$ cat src/logic/pwr_mgmt_pkg.sv
`default_nettype none
package pwr_mgmt_pkg;

    // APB word offsets of the four software-visible registers
    localparam logic [11:0] REG_ONE_OFFSET = 12'h000;
    localparam logic [11:0] REG_TWO_OFFSET = 12'h004;
    localparam logic [11:0] IRQ_STATUS_OFFSET = 12'h008;
    localparam logic [11:0] IRQ_MASK_OFFSET = 12'h00c;

    // Field positions in power_mgmt_reg_one
    localparam int WARNING_FLAG_BIT = 7;
    localparam int WARNING_ACK_BIT = 6;
    localparam int WARNING_IRQ_ENABLE_BIT = 5;
    localparam int DETECT_RESET_ENABLE_BIT = 4;
    localparam int DETECT_STOP_ENABLE_BIT = 3;
    localparam int DETECT_ENABLE_BIT = 2;
    localparam int BANDGAP_BUFFER_ENABLE_BIT = 0;

    // Field positions in power_mgmt_reg_two
    localparam int DETECT_RANGE_SELECT_BIT = 5;
    localparam int WARNING_LEVEL_SELECT_BIT = 4;
    localparam int STOP2_RECOVERED_FLAG_BIT = 3;
    localparam int STOP2_RECOVERY_ACK_BIT = 2;
    localparam int STOP2_SELECT_BIT = 0;

    // Event bits shared by the interrupt status and mask registers
    localparam int IRQ_WIDTH = 3;
    localparam int EVT_WARNING_BIT = 0;
    localparam int EVT_DETECT_BIT = 1;
    localparam int EVT_STOP2_BIT = 2;

    // Write-once bit slots inside the lock module array
    localparam int WO_COUNT = 4;
    localparam int WO_DETECT_RESET = 0;
    localparam int WO_DETECT_ENABLE = 1;
    localparam int WO_RANGE_SELECT = 2;
    localparam int WO_STOP2_SELECT = 3;

    // Reset values
    localparam logic [WO_COUNT-1:0] WO_RESET = 4'h3;
    localparam logic WARNING_FLAG_RESET = 1'h0;
    localparam logic WARNING_IRQ_ENABLE_RESET = 1'h0;
    localparam logic DETECT_STOP_ENABLE_RESET = 1'h0;
    localparam logic BANDGAP_BUFFER_ENABLE_RESET = 1'h0;
    localparam logic WARNING_LEVEL_SELECT_RESET = 1'h0;
    localparam logic STOP2_RECOVERED_FLAG_RESET = 1'h0;
    localparam logic [IRQ_WIDTH-1:0] IRQ_STATUS_RESET = 3'h0;
    localparam logic [IRQ_WIDTH-1:0] IRQ_MASK_RESET = 3'h0;
    localparam logic [31:0] PRDATA_RESET = 32'h0000_0000;

endpackage : pwr_mgmt_pkg
`default_nettype wire

$ cat src/logic/low_voltage_power_mgmt_ctrl.sv
// How it works
// [RULE1] Boot software writes both power registers after every reset to lock them.
// [RULE2] Warning flag sets when the supply is below the warning level, also after reset; here it sets only while detect_active is high.
// [RULE3] Writing one to warning_ack clears the flag only if the warning has gone.
// [RULE4] With warning_irq_enable set, interrupt is requested while the warning flag is set.
// [RULE5] Write-once detect_reset_enable lets an enabled detect event force a reset.
// [RULE6] detect_stop_enable keeps detection running in stop mode, or turns it off.
// [RULE7] Write-once detect_enable switches detection on; reset and stop enables need it.
// [RULE8] bandgap_buffer_enable switches the bandgap buffer for the ADC channel.
// [RULE9] Write-once bits take the first write after reset and ignore later ones.
// [RULE10] Write-once detect_range_select picks the detect level and the warning pair.
// [RULE11] warning_level_select picks one of the two warning levels in that pair.
// [RULE12] Range and level selects decode together into one threshold code.
// [RULE13] stop2_recovered_flag reads one after recovery from stop2 partial power-down.
// [RULE14] Writing one to stop2_recovery_ack clears the stop2 recovery flag.
// [RULE15] Write-once stop2_select: zero picks stop3, one picks stop2.
// [RULE16] After stop2 software checks the flag, restores I/O, then acknowledges.
// [RULE17] Both acknowledge bits are write-one strobes and always read back zero.
//
// Decided for this implementation: the placing of the registers and the APB interface to the registers.
`default_nettype none
module low_voltage_power_mgmt_ctrl
    import pwr_mgmt_pkg::*;
(
    input wire logic ref_clk,
    input wire logic rst_n,
    // APB slave
    input wire logic psel,
    input wire logic penable,
    input wire logic pwrite,
    input wire logic [11:0] paddr,
    input wire logic [31:0] pwdata,
    input wire logic [3:0] pstrb,
    output logic [31:0] prdata,
    output logic pready,
    output logic pslverr,
    // Analog comparator levels and stop-mode status
    input wire logic undervoltage_warning,
    input wire logic undervoltage_detect,
    input wire logic in_stop,
    input wire logic stop2_wakeup,
    // Controls toward the analog and stop-mode logic
    output logic detect_active,
    output logic detect_reset_req,
    output logic bandgap_buffer_enable,
    output logic detect_level_high,
    output logic [1:0] threshold_code,
    output logic stop2_select,
    output logic irq
);

    typedef struct packed {
        logic warning_flag;
        logic warning_irq_enable;
        logic detect_stop_enable;
        logic bandgap_buffer_enable;
        logic warning_level_select;
        logic stop2_recovered_flag;
        logic detect_reset_req;
        logic [IRQ_WIDTH-1:0] irq_status;
        logic [IRQ_WIDTH-1:0] irq_mask;
        logic [31:0] prdata;
        logic pslverr;
    } state_t;

    state_t s;
    state_t next_s;

    // Bus phase decode
    logic setup_phase;
    logic access_write;
    logic low_lane;
    logic hit_one;
    logic hit_two;
    logic hit_status;
    logic hit_mask;
    logic mapped;
    logic write_one;
    logic write_two;
    logic write_status;
    logic write_mask;

    // Write-once bit array
    logic [WO_COUNT-1:0] wo_wr;
    logic [WO_COUNT-1:0] wo_wdata;
    logic [WO_COUNT-1:0] wo_value;

    // Live views of the locked controls
    logic detect_reset_enable;
    logic detect_enable;
    logic detect_range_select;
    logic detect_event;
    logic warning_clear;
    logic stop2_clear;
    logic [IRQ_WIDTH-1:0] events;
    logic [7:0] reg_one_view;
    logic [7:0] reg_two_view;

    // Setup latches read data; access commits writes, so pready can stay high
    assign setup_phase = psel && !penable;
    assign low_lane = pstrb[0];
    assign access_write = psel && penable && pwrite && low_lane;
    assign hit_one = (paddr == REG_ONE_OFFSET);
    assign hit_two = (paddr == REG_TWO_OFFSET);
    assign hit_status = (paddr == IRQ_STATUS_OFFSET);
    assign hit_mask = (paddr == IRQ_MASK_OFFSET);
    assign mapped = hit_one || hit_two || hit_status || hit_mask;
    assign write_one = access_write && hit_one;
    assign write_two = access_write && hit_two;
    assign write_status = access_write && hit_status;
    assign write_mask = access_write && hit_mask;

    // Any write with the low byte strobe counts as its first write, whatever the value
    assign wo_wr[WO_DETECT_RESET] = write_one; // [RULE9]
    assign wo_wr[WO_DETECT_ENABLE] = write_one; // [RULE9]
    assign wo_wr[WO_RANGE_SELECT] = write_two; // [RULE9]
    assign wo_wr[WO_STOP2_SELECT] = write_two; // [RULE9]
    assign wo_wdata[WO_DETECT_RESET] = pwdata[DETECT_RESET_ENABLE_BIT];
    assign wo_wdata[WO_DETECT_ENABLE] = pwdata[DETECT_ENABLE_BIT];
    assign wo_wdata[WO_RANGE_SELECT] = pwdata[DETECT_RANGE_SELECT_BIT];
    assign wo_wdata[WO_STOP2_SELECT] = pwdata[STOP2_SELECT_BIT];

    // Reset defaults only hold until boot code writes each register
    generate
        for (genvar i = 0; i < WO_COUNT; i++) begin : g_write_once
            write_once_bit #(
                .RESET_VALUE(WO_RESET[i])
            ) u_bit (
                .ref_clk(ref_clk),
                .rst_n(rst_n),
                .wr_en(wo_wr[i]),
                .wr_data(wo_wdata[i]),
                .value(wo_value[i])
            );
        end
    endgenerate

    assign detect_reset_enable = wo_value[WO_DETECT_RESET];
    assign detect_enable = wo_value[WO_DETECT_ENABLE];
    assign detect_range_select = wo_value[WO_RANGE_SELECT];
    assign stop2_select = wo_value[WO_STOP2_SELECT]; // [RULE15]

    // Detection runs when enabled, and in stop only if stop enable says so
    assign detect_active = detect_enable && (!in_stop || s.detect_stop_enable); // [RULE6] [RULE7]

    // Detect event qualified by the enable chain
    assign detect_event = detect_active && undervoltage_detect;

    // Ack strobes; the warning ack is refused while the warning persists
    assign warning_clear = write_one && pwdata[WARNING_ACK_BIT] && !undervoltage_warning; // [RULE3]
    assign stop2_clear = write_two && pwdata[STOP2_RECOVERY_ACK_BIT]; // [RULE14]

    // Sticky event sources for the interrupt status register
    always_comb begin
        events = '0;
        events[EVT_WARNING_BIT] = detect_active && undervoltage_warning && !s.warning_flag;
        events[EVT_DETECT_BIT] = detect_event;
        events[EVT_STOP2_BIT] = stop2_wakeup;
    end

    // Read images; ack bits and unused bits read as zero
    always_comb begin
        reg_one_view = 8'h00;
        reg_one_view[WARNING_FLAG_BIT] = s.warning_flag;
        reg_one_view[WARNING_IRQ_ENABLE_BIT] = s.warning_irq_enable;
        reg_one_view[DETECT_RESET_ENABLE_BIT] = detect_reset_enable;
        reg_one_view[DETECT_STOP_ENABLE_BIT] = s.detect_stop_enable;
        reg_one_view[DETECT_ENABLE_BIT] = detect_enable;
        reg_one_view[BANDGAP_BUFFER_ENABLE_BIT] = s.bandgap_buffer_enable; // [RULE17]
        reg_two_view = 8'h00;
        reg_two_view[DETECT_RANGE_SELECT_BIT] = detect_range_select;
        reg_two_view[WARNING_LEVEL_SELECT_BIT] = s.warning_level_select;
        reg_two_view[STOP2_RECOVERED_FLAG_BIT] = s.stop2_recovered_flag; // [RULE13] [RULE17]
        reg_two_view[STOP2_SELECT_BIT] = stop2_select;
    end

    // Whole next state of the block
    always_comb begin
        next_s = s;

        // Warning flag: the set term wins over an ack in the same cycle
        if (detect_active && undervoltage_warning) begin // [RULE2]
            next_s.warning_flag = 1'h1;
        end else if (warning_clear) begin // [RULE3]
            next_s.warning_flag = 1'h0;
        end

        // Stop2 recovery flag: wakeup wins over a simultaneous ack
        if (stop2_wakeup) begin // [RULE13]
            next_s.stop2_recovered_flag = 1'h1;
        end else if (stop2_clear) begin // [RULE14]
            next_s.stop2_recovered_flag = 1'h0;
        end

        // Freely writable controls of the first register
        if (write_one) begin
            next_s.warning_irq_enable = pwdata[WARNING_IRQ_ENABLE_BIT]; // [RULE4]
            next_s.detect_stop_enable = pwdata[DETECT_STOP_ENABLE_BIT]; // [RULE6]
            next_s.bandgap_buffer_enable = pwdata[BANDGAP_BUFFER_ENABLE_BIT]; // [RULE8]
        end

        // Warning level select stays writable after the range is locked
        if (write_two) begin
            next_s.warning_level_select = pwdata[WARNING_LEVEL_SELECT_BIT]; // [RULE11]
        end

        // Reset request held while an enabled detect condition lasts
        next_s.detect_reset_req = detect_event && detect_reset_enable; // [RULE5] [RULE7]

        // Interrupt status: write one to clear, new events win
        if (write_status) begin
            next_s.irq_status = s.irq_status & ~pwdata[IRQ_WIDTH-1:0];
        end
        next_s.irq_status = next_s.irq_status | events;

        if (write_mask) begin
            next_s.irq_mask = pwdata[IRQ_WIDTH-1:0];
        end

        // Read data and error taken in setup, held through access
        if (setup_phase) begin
            next_s.pslverr = !mapped;
            next_s.prdata = PRDATA_RESET;
            if (!pwrite) begin
                if (hit_one) begin
                    next_s.prdata[7:0] = reg_one_view;
                end else if (hit_two) begin
                    next_s.prdata[7:0] = reg_two_view;
                end else if (hit_status) begin
                    next_s.prdata[IRQ_WIDTH-1:0] = s.irq_status;
                end else if (hit_mask) begin
                    next_s.prdata[IRQ_WIDTH-1:0] = s.irq_mask;
                end
            end
        end
    end

    // Single register stage for all block state outside the write-once bits
    always_ff @(posedge ref_clk or negedge rst_n) begin
        if (!rst_n) begin
            s.warning_flag <= WARNING_FLAG_RESET;
            s.warning_irq_enable <= WARNING_IRQ_ENABLE_RESET;
            s.detect_stop_enable <= DETECT_STOP_ENABLE_RESET;
            s.bandgap_buffer_enable <= BANDGAP_BUFFER_ENABLE_RESET;
            s.warning_level_select <= WARNING_LEVEL_SELECT_RESET;
            s.stop2_recovered_flag <= STOP2_RECOVERED_FLAG_RESET;
            s.detect_reset_req <= 1'h0;
            s.irq_status <= IRQ_STATUS_RESET;
            s.irq_mask <= IRQ_MASK_RESET;
            s.prdata <= PRDATA_RESET;
            s.pslverr <= 1'h0;
        end else begin
            s <= next_s;
        end
    end

    // Zero wait states; error only reported in access phase
    assign pready = 1'h1;
    assign prdata = s.prdata;
    assign pslverr = s.pslverr && psel && penable;

    // Threshold decode: range bit picks detect level and warning pair
    assign detect_level_high = detect_range_select; // [RULE10] [RULE12]
    assign threshold_code = {detect_range_select, s.warning_level_select}; // [RULE11] [RULE12]

    assign bandgap_buffer_enable = s.bandgap_buffer_enable; // [RULE8]
    assign detect_reset_req = s.detect_reset_req;

    // Warning request is level, not sticky, so it drops once acked
    assign irq = (s.warning_flag && s.warning_irq_enable) || (|(s.irq_status & s.irq_mask)); // [RULE4]

endmodule : low_voltage_power_mgmt_ctrl
`default_nettype wire

$ cat src/logic/write_once_bit.sv
`default_nettype none
module write_once_bit
    import pwr_mgmt_pkg::*;
#(
    parameter logic RESET_VALUE = 1'h0
) (
    input wire logic ref_clk,
    input wire logic rst_n,
    input wire logic wr_en,
    input wire logic wr_data,
    output logic value
);

    typedef struct packed {
        logic locked;
        logic value;
    } wo_state_t;

    wo_state_t s;
    wo_state_t next_s;

    // First write after reset lands and locks; later writes are dropped
    always_comb begin
        next_s = s;
        if (wr_en && !s.locked) begin // [RULE9]
            next_s.value = wr_data;
            next_s.locked = 1'h1;
        end
    end

    // Only a system reset reopens the bit
    always_ff @(posedge ref_clk or negedge rst_n) begin
        if (!rst_n) begin
            s.locked <= 1'h0;
            s.value <= RESET_VALUE;
        end else begin
            s <= next_s;
        end
    end

    assign value = s.value;

endmodule : write_once_bit
`default_nettype wire

$ cat config.mk
export PLATFORM = sky130hd
export DESIGN_NAME = low_voltage_power_mgmt_ctrl
export DESIGN_NICKNAME = d
export VERILOG_FILES = /design/src/logic/pwr_mgmt_pkg.sv /design/src/logic/low_voltage_power_mgmt_ctrl.sv /design/src/logic/write_once_bit.sv
export SDC_FILE = /design/constraint.sdc
export NUM_CORES = 1
export LEC_CHECK = 0
export BUFFER_PORTS_ARGS = -buffer_cell sky130_fd_sc_hd__buf_2
export CAP_MARGIN = 20
export CORE_UTILIZATION = 35
export CTS_CLUSTER_DIAMETER = 200
export DETAILED_ROUTE_END_ITERATION = 10
export GPL_ROUTABILITY_DRIVEN = 0
export GPL_TIMING_DRIVEN = 0
export PLACE_DENSITY = 0.74
export SYNTH_ARGS = -nofsm -noshare
export SYNTH_HDL_FRONTEND = slang
export SYNTH_SLANG_ARGS = --single-unit
$ cat constraint.sdc
create_clock -name ref_clk -period 1.23 [get_ports ref_clk]
set_input_delay 0.123 -clock ref_clk [delete_from_list [all_inputs] [get_ports ref_clk]]
set_output_delay 0.123 -clock ref_clk [all_outputs]
set_load 0.1 [all_outputs]
# --- Word level (Yosys, flattened, before mapping) ---
# Cells that the tools add are included.
word_totals:
  register_bits: 30
  latch_bits: 0
  ram_bits: 0
  romBits: 0
  in_bits: 57
  memories: 0
classes:
  addsub: 0
  multipliers: 0
  n_div: 0
  magnitude_cmp: 0
  n_eq_ne: 3
  shifts: 0
  muxes: 11
  n_bitwise: 4
  n_reduce_logical: 41
op_table:
  columns: ["operator", "count"]
  rows:
  - ["== test 12 x 4 -> 1 bit, second input constant", 2]
  - ["logical AND 1 bit", 23]
  - ["two-way mux 8 bit", 2]
  - ["two-way mux 3 bit", 5]
  - ["== test 12 x 3 -> 1 bit, second input constant", 1]
  - ["zero test 12 bit", 1]
  - ["zero test 1 bit", 9]
  - ["bitwise AND 3 bit", 2]
  - ["logical OR 1 bit", 5]
  - ["two-way mux 1 bit", 4]
  - ["nonzero test 2 bit", 2]
  - ["NOT 3 bit", 1]
  - ["OR 3 bit", 1]
  - ["OR reduction 3 bit", 1]

# --- Logic depth before layout (Yosys ltp) ---
logic_depth:
  ltp_word: 8
  ltp_mapped: 6
  mapped_depth_nobuf: 4

# --- Cells and area by module ---
# A second synthesis with hierarchy kept.
unflattened:
  hier_cells: 146
  area_unflattened_um2: 1676.6
by_module_without_submodules:
  columns: ["module", "n_inst", "cells_per_inst", "area_each_um2", "seq_area_each_um2"]
  rows:
  - ["low_voltage_power_mgmt_ctrl", 1, 126, 1333.8, 525.5]
  - ["write_once_bit at g_write_once[0].u_bit ...", 2, 5, 86.3, 51.3]
  - ["write_once_bit at g_write_once[2].u_bit ...", 2, 5, 85.1, 50.0]

# --- Least setup slack after synthesis ---
# Ideal clock, no wire load.
synth_timing:
  path_type: "register -> register"
  from: "reg g_write_once[1].u_bit.value (netlist name)"
  to: "reg s[37] (netlist bit)"
  setup_ns: 0.074
  arrival_ns: 3.285
  required_time_ns: 1.156
  setup_slack_ns: -2.129
  path_stages_with_launch: 3
  n_path_buf: 0
  period_less_slack_ns: 3.359
  cell_sequence: "dfstp_2 > a21boi_0 > a22o_1"
synth_rtl:
  columns: ["element", "line_no", "text"]
  rows:
  - ["end signal, assigned", "low_voltage_power_mgmt_ctrl.sv:253", "s <= next_s;"]
  - ["end, declared", "low_voltage_power_mgmt_ctrl.sv:66", "state_t s;"]

# --- Worst setup path after layout ---
layout_timing:
  from: "in paddr[10]"
  to: "reg prdata[4] (netlist name)"
layout_via:
  elab_chain_cells: 4
layout_lines:
  columns: ["element", "line_no", "text"]
  rows:
  - ["start, declared", "low_voltage_power_mgmt_ctrl.sv:31", "input wire logic [11:0] paddr,"]
  - ["== test 12 x 3 -> 1 bit", "low_voltage_power_mgmt_ctrl.sv:104", "assign hit_two = (paddr == REG_TWO_OFFSET);"]
  - ["two-way mux 3 bit", "low_voltage_power_mgmt_ctrl.sv:227", "end else if (hit_two) begin"]
  - ["two-way mux 8 bit (*)", "low_voltage_power_mgmt_ctrl.sv:225", "if (hit_one) begin"]
  - ["two-way mux 8 bit (*)", "low_voltage_power_mgmt_ctrl.sv:224", "if (!pwrite) begin"]
# Mark *: on every way between the ends. The rest lies on a longest branch, timed or not.
# A chain may end at the register's enable or synchronous reset.

==> reports/qor.yml <==
yosys:
  netlist_area_sq_mm: 0.001594
  ys_seq_area_share_pct: 45.68
  netlist_instances: 150
  synth.distinct_cells: 35
  synth_area_leaders: "dfrtp_1, buf_4, mux2_2, dfstp_2, mux2i_1"
  syn_area_per_cell_sq_um: 10.63
  ys_ff_latch: 29
  synth_most_common_cell: "buf_4"
  synth_warnings: 0
  synth_edf_count: 0
  synth_top_cell_by_area: "dfrtp_1"
  netlist.area_leader.share_pct: 42.39
  synth-async-reset-ratio_pct: 100.0
  ys.flop_type: "dfrtp_1"
  yosys-top-cells-count: "buf_4, dfrtp_1, mux2_2, nand2_1"
detailed_routing:
  drc: 0
  drt_iter0_markers: 44
  drt-vias-per-instance: 4.389
  totalWireLength_mm: 3.636
  dr.pass1.iters: 4
  dr_total_vias: 1286
  wl_per_cell_microns: 12.41
  ant_nets: 0
die:
  start_util_pct: 36.61
  rows: 24
  ioPinCount: 99
  die_x_microns: 69.49
  die_y_microns: 69.49
  die-area_sq_mm: 0.004828
  core-area_sq_mm: 0.004354
outcome:
  violations: "negative setup slack"
  status: "finished with violations"
setup_path:
  end_kind: "register"
  cpMostUsedCell: "or4_4"
  path_cells: "buf_6 -> or4_4 -> or4_4 -> or4_4 -> o21ai_2"
  worstPathRequired_ns: 1.44
  regToRegSetupSlack_ns: 0
  crit_start: "paddr[10]"
  critical_path.max_fanout: 5
  critPathMaxStageDelay_ns: 0.59
  crit_family: "simple AND/OR/NAND/NOR gates"
  start_kind: "input pin"
  slowest_stage: "or4_4"
  cp_num_buf_inv: 1
  cp.arrival_ns: 2.00
  r2r-start: "g_write_once[1].u_bit.value"
  crit_type: "in2reg"
min_path:
  hold_class: "in2reg"
  worstHoldStart: "stop2_wakeup"
layout:
  nFillCells: 417
  insertedDiodeCount: 0
  fin_util_pct: 56.41
  seq_area_sq_um: 729.5
  layout-drive-gt1-share_pct: 59.75
  area_growth_pct: 54.08
  multiInputGateArea_sq_um: 839.6
  layout.nets: 297
global_routing:
  grt_overflow: 0
  grt.met1_usage_pct: 19.08
  grt_max_degree: 30
  antenna_found_initial: 0
  grt_pass1_wl_mm: 6.030
  grt_use_total_pct: 15.96
  met2_usage_pct: 26.75
  grt.busiest_layer: "met2"
  grt_pass1_vias: 1265
  groute.layer.met3.usage_pct: 4.360
placement:
  place_worst_setup_slack_ns: -0.8474
  dp_hpwl_mm: 2.594
  port_buffers: 43
timing:
  rsz0062_at_grt: "true"
  setup_violations: 31
  fin_crit_sh_pct: 145.8
  drv_slew: 0
  hold_violations: 0
  period_minus_slack_ns: 1.794
  max_slew_margin_pct: 56.68
  worst_slew_pin_slew_ns: 0.6498
  skew_ns: 0.001648
  worst_hold_slack_ns: 0.05489
  finalSetupTns_ns: -10.80
  fin_ws_ns: -0.5638
  clock.fmax_ghz: 0.5575
clocking:
  cts.sinks: 29
  cts_root_buf: "clkbuf_8"
  clk_latency_ns: 0.28
  clk_pin_slew_ns: 0.06
  cts_tree: "yes"
  clk_path_buf_depth: 2
  htreeDepth: 2
  cts_buffers: 5
power_and_ir_drop:
  power_density_mw_per_mm2: 924.8
  cellLeakagePower_nw: 1.262
  peakVddDrop_v: 0.0003855
job:
  maxCapViolCount: 0
power by group:
part | internal, W | total (W) | leakage [nW] | switching, W
Sequential | 0.000956 | 0.000957 | 0.381 | 0.000000844
Combinational | 0.000128 | 0.000577 | 0.842 | 0.000449
Clock | 0.000401 | 0.000738 | 0.0395 | 0.000337
Total | 0.00148 | 0.00227 | 1.26 | 0.000787
layout by cell type (no fill, tap or decap), types with 4 or more instances in the layout:
| cell type | Yosys | final |
|---|---|---|
| clkbuf_8 | 0 | 5 |
| mux2_2 | 13 | 6 |
| nand3_1 | 4 | 4 |
| dfrtp_1 | 27 | 26 |
| buf_2 | 0 | 26 |
| conb_1 | 2 | 26 |
| buf_4 | 35 | 59 |
| buf_6 | 0 | 4 |
| nand2b_1 | 5 | 5 |
| nand2_1 | 9 | 8 |
| clkbuf_1 | 3 | 4 |
| or4_4 | 3 | 5 |
| mux2_4 | 0 | 7 |
| mux2i_1 | 4 | 4 |
registers in the layout, indices dropped and copies added, names as in the netlist:
register and cells:
reg_one_view 3, reg_two_view 1, bandgap_buffer_enable 1, g_write_once.u_bit.value 4, detect_reset_req 1, s 7
threshold_code 1, g_write_once.u_bit.s 4, prdata 7
cells by family after synthesis:
logic type | count (synthesis) | synth area share [%]
AND/OR/NAND/NOR | 43 | 15.70
buffers and inverters | 42 | 18.13
flip-flops | 29 | 45.68
multiplexers | 18 | 13.11
AO/OA/AOI/OAI | 16 | 6.906
other | 2 | 0.4711
area by class of cell:
cell class,instances,area share (%)
flip-flops and latches,29,29.70
inverters,3,0.4585
plain buffers,39,12.63
well taps,52,2.649
multi-input cells,103,34.18
repair buffers,59,17.12
clock buffers,8,3.260
worst reg2reg max path, delay by kind of cell, from the launching register on:
kind / cells / cell delay, ns
DFF: 1 / 0.54
buffers and inverters: 2 / 0.24
AOI/OAI and AO/OA: 1 / 0.21
and+or+nand+nor: 1 / 0.18
metal layers:
metal | vias up | share of wire (%)
met4 | 0 | 1.9
met1 | 591 | 42
met2 | 42 | 51
met5 | - | 0
li1 | 643 | -
met3 | 10 | 5.1
stage by stage:
stage	power [W]	area (sq um)	cells
floorplan	0.001441	1783	174
global placement	0.001523	2063	269
detailed placement	0.001526	2063	269
CTS	0.002269	2341	287
global route	0.002353	2456	293
finish	0.002271	2456	293
worst paths after layout:
check / to / cells after the start
worst max-delay path: prdata[4] / 5
worst min-delay path: s[38] / 2
worst max register to register: detect_reset_req / 4
worst min register to register: prdata[5] / 2
max in group asynchronous: g_write_once[2].u_bit.value / 2
min in group asynchronous: prdata[3] / 2
repair_timing:
action / in CTS / in global routing
setup buffers: 9 / 7
resized for setup: 32 / 17
hold buffers: 1 / 0
pin swaps: 11 / 13
setup endpoints to repair: 40 / 32
endpoints found under the hold margin: 27 / 0
Power figures use the tool's default switching activity.
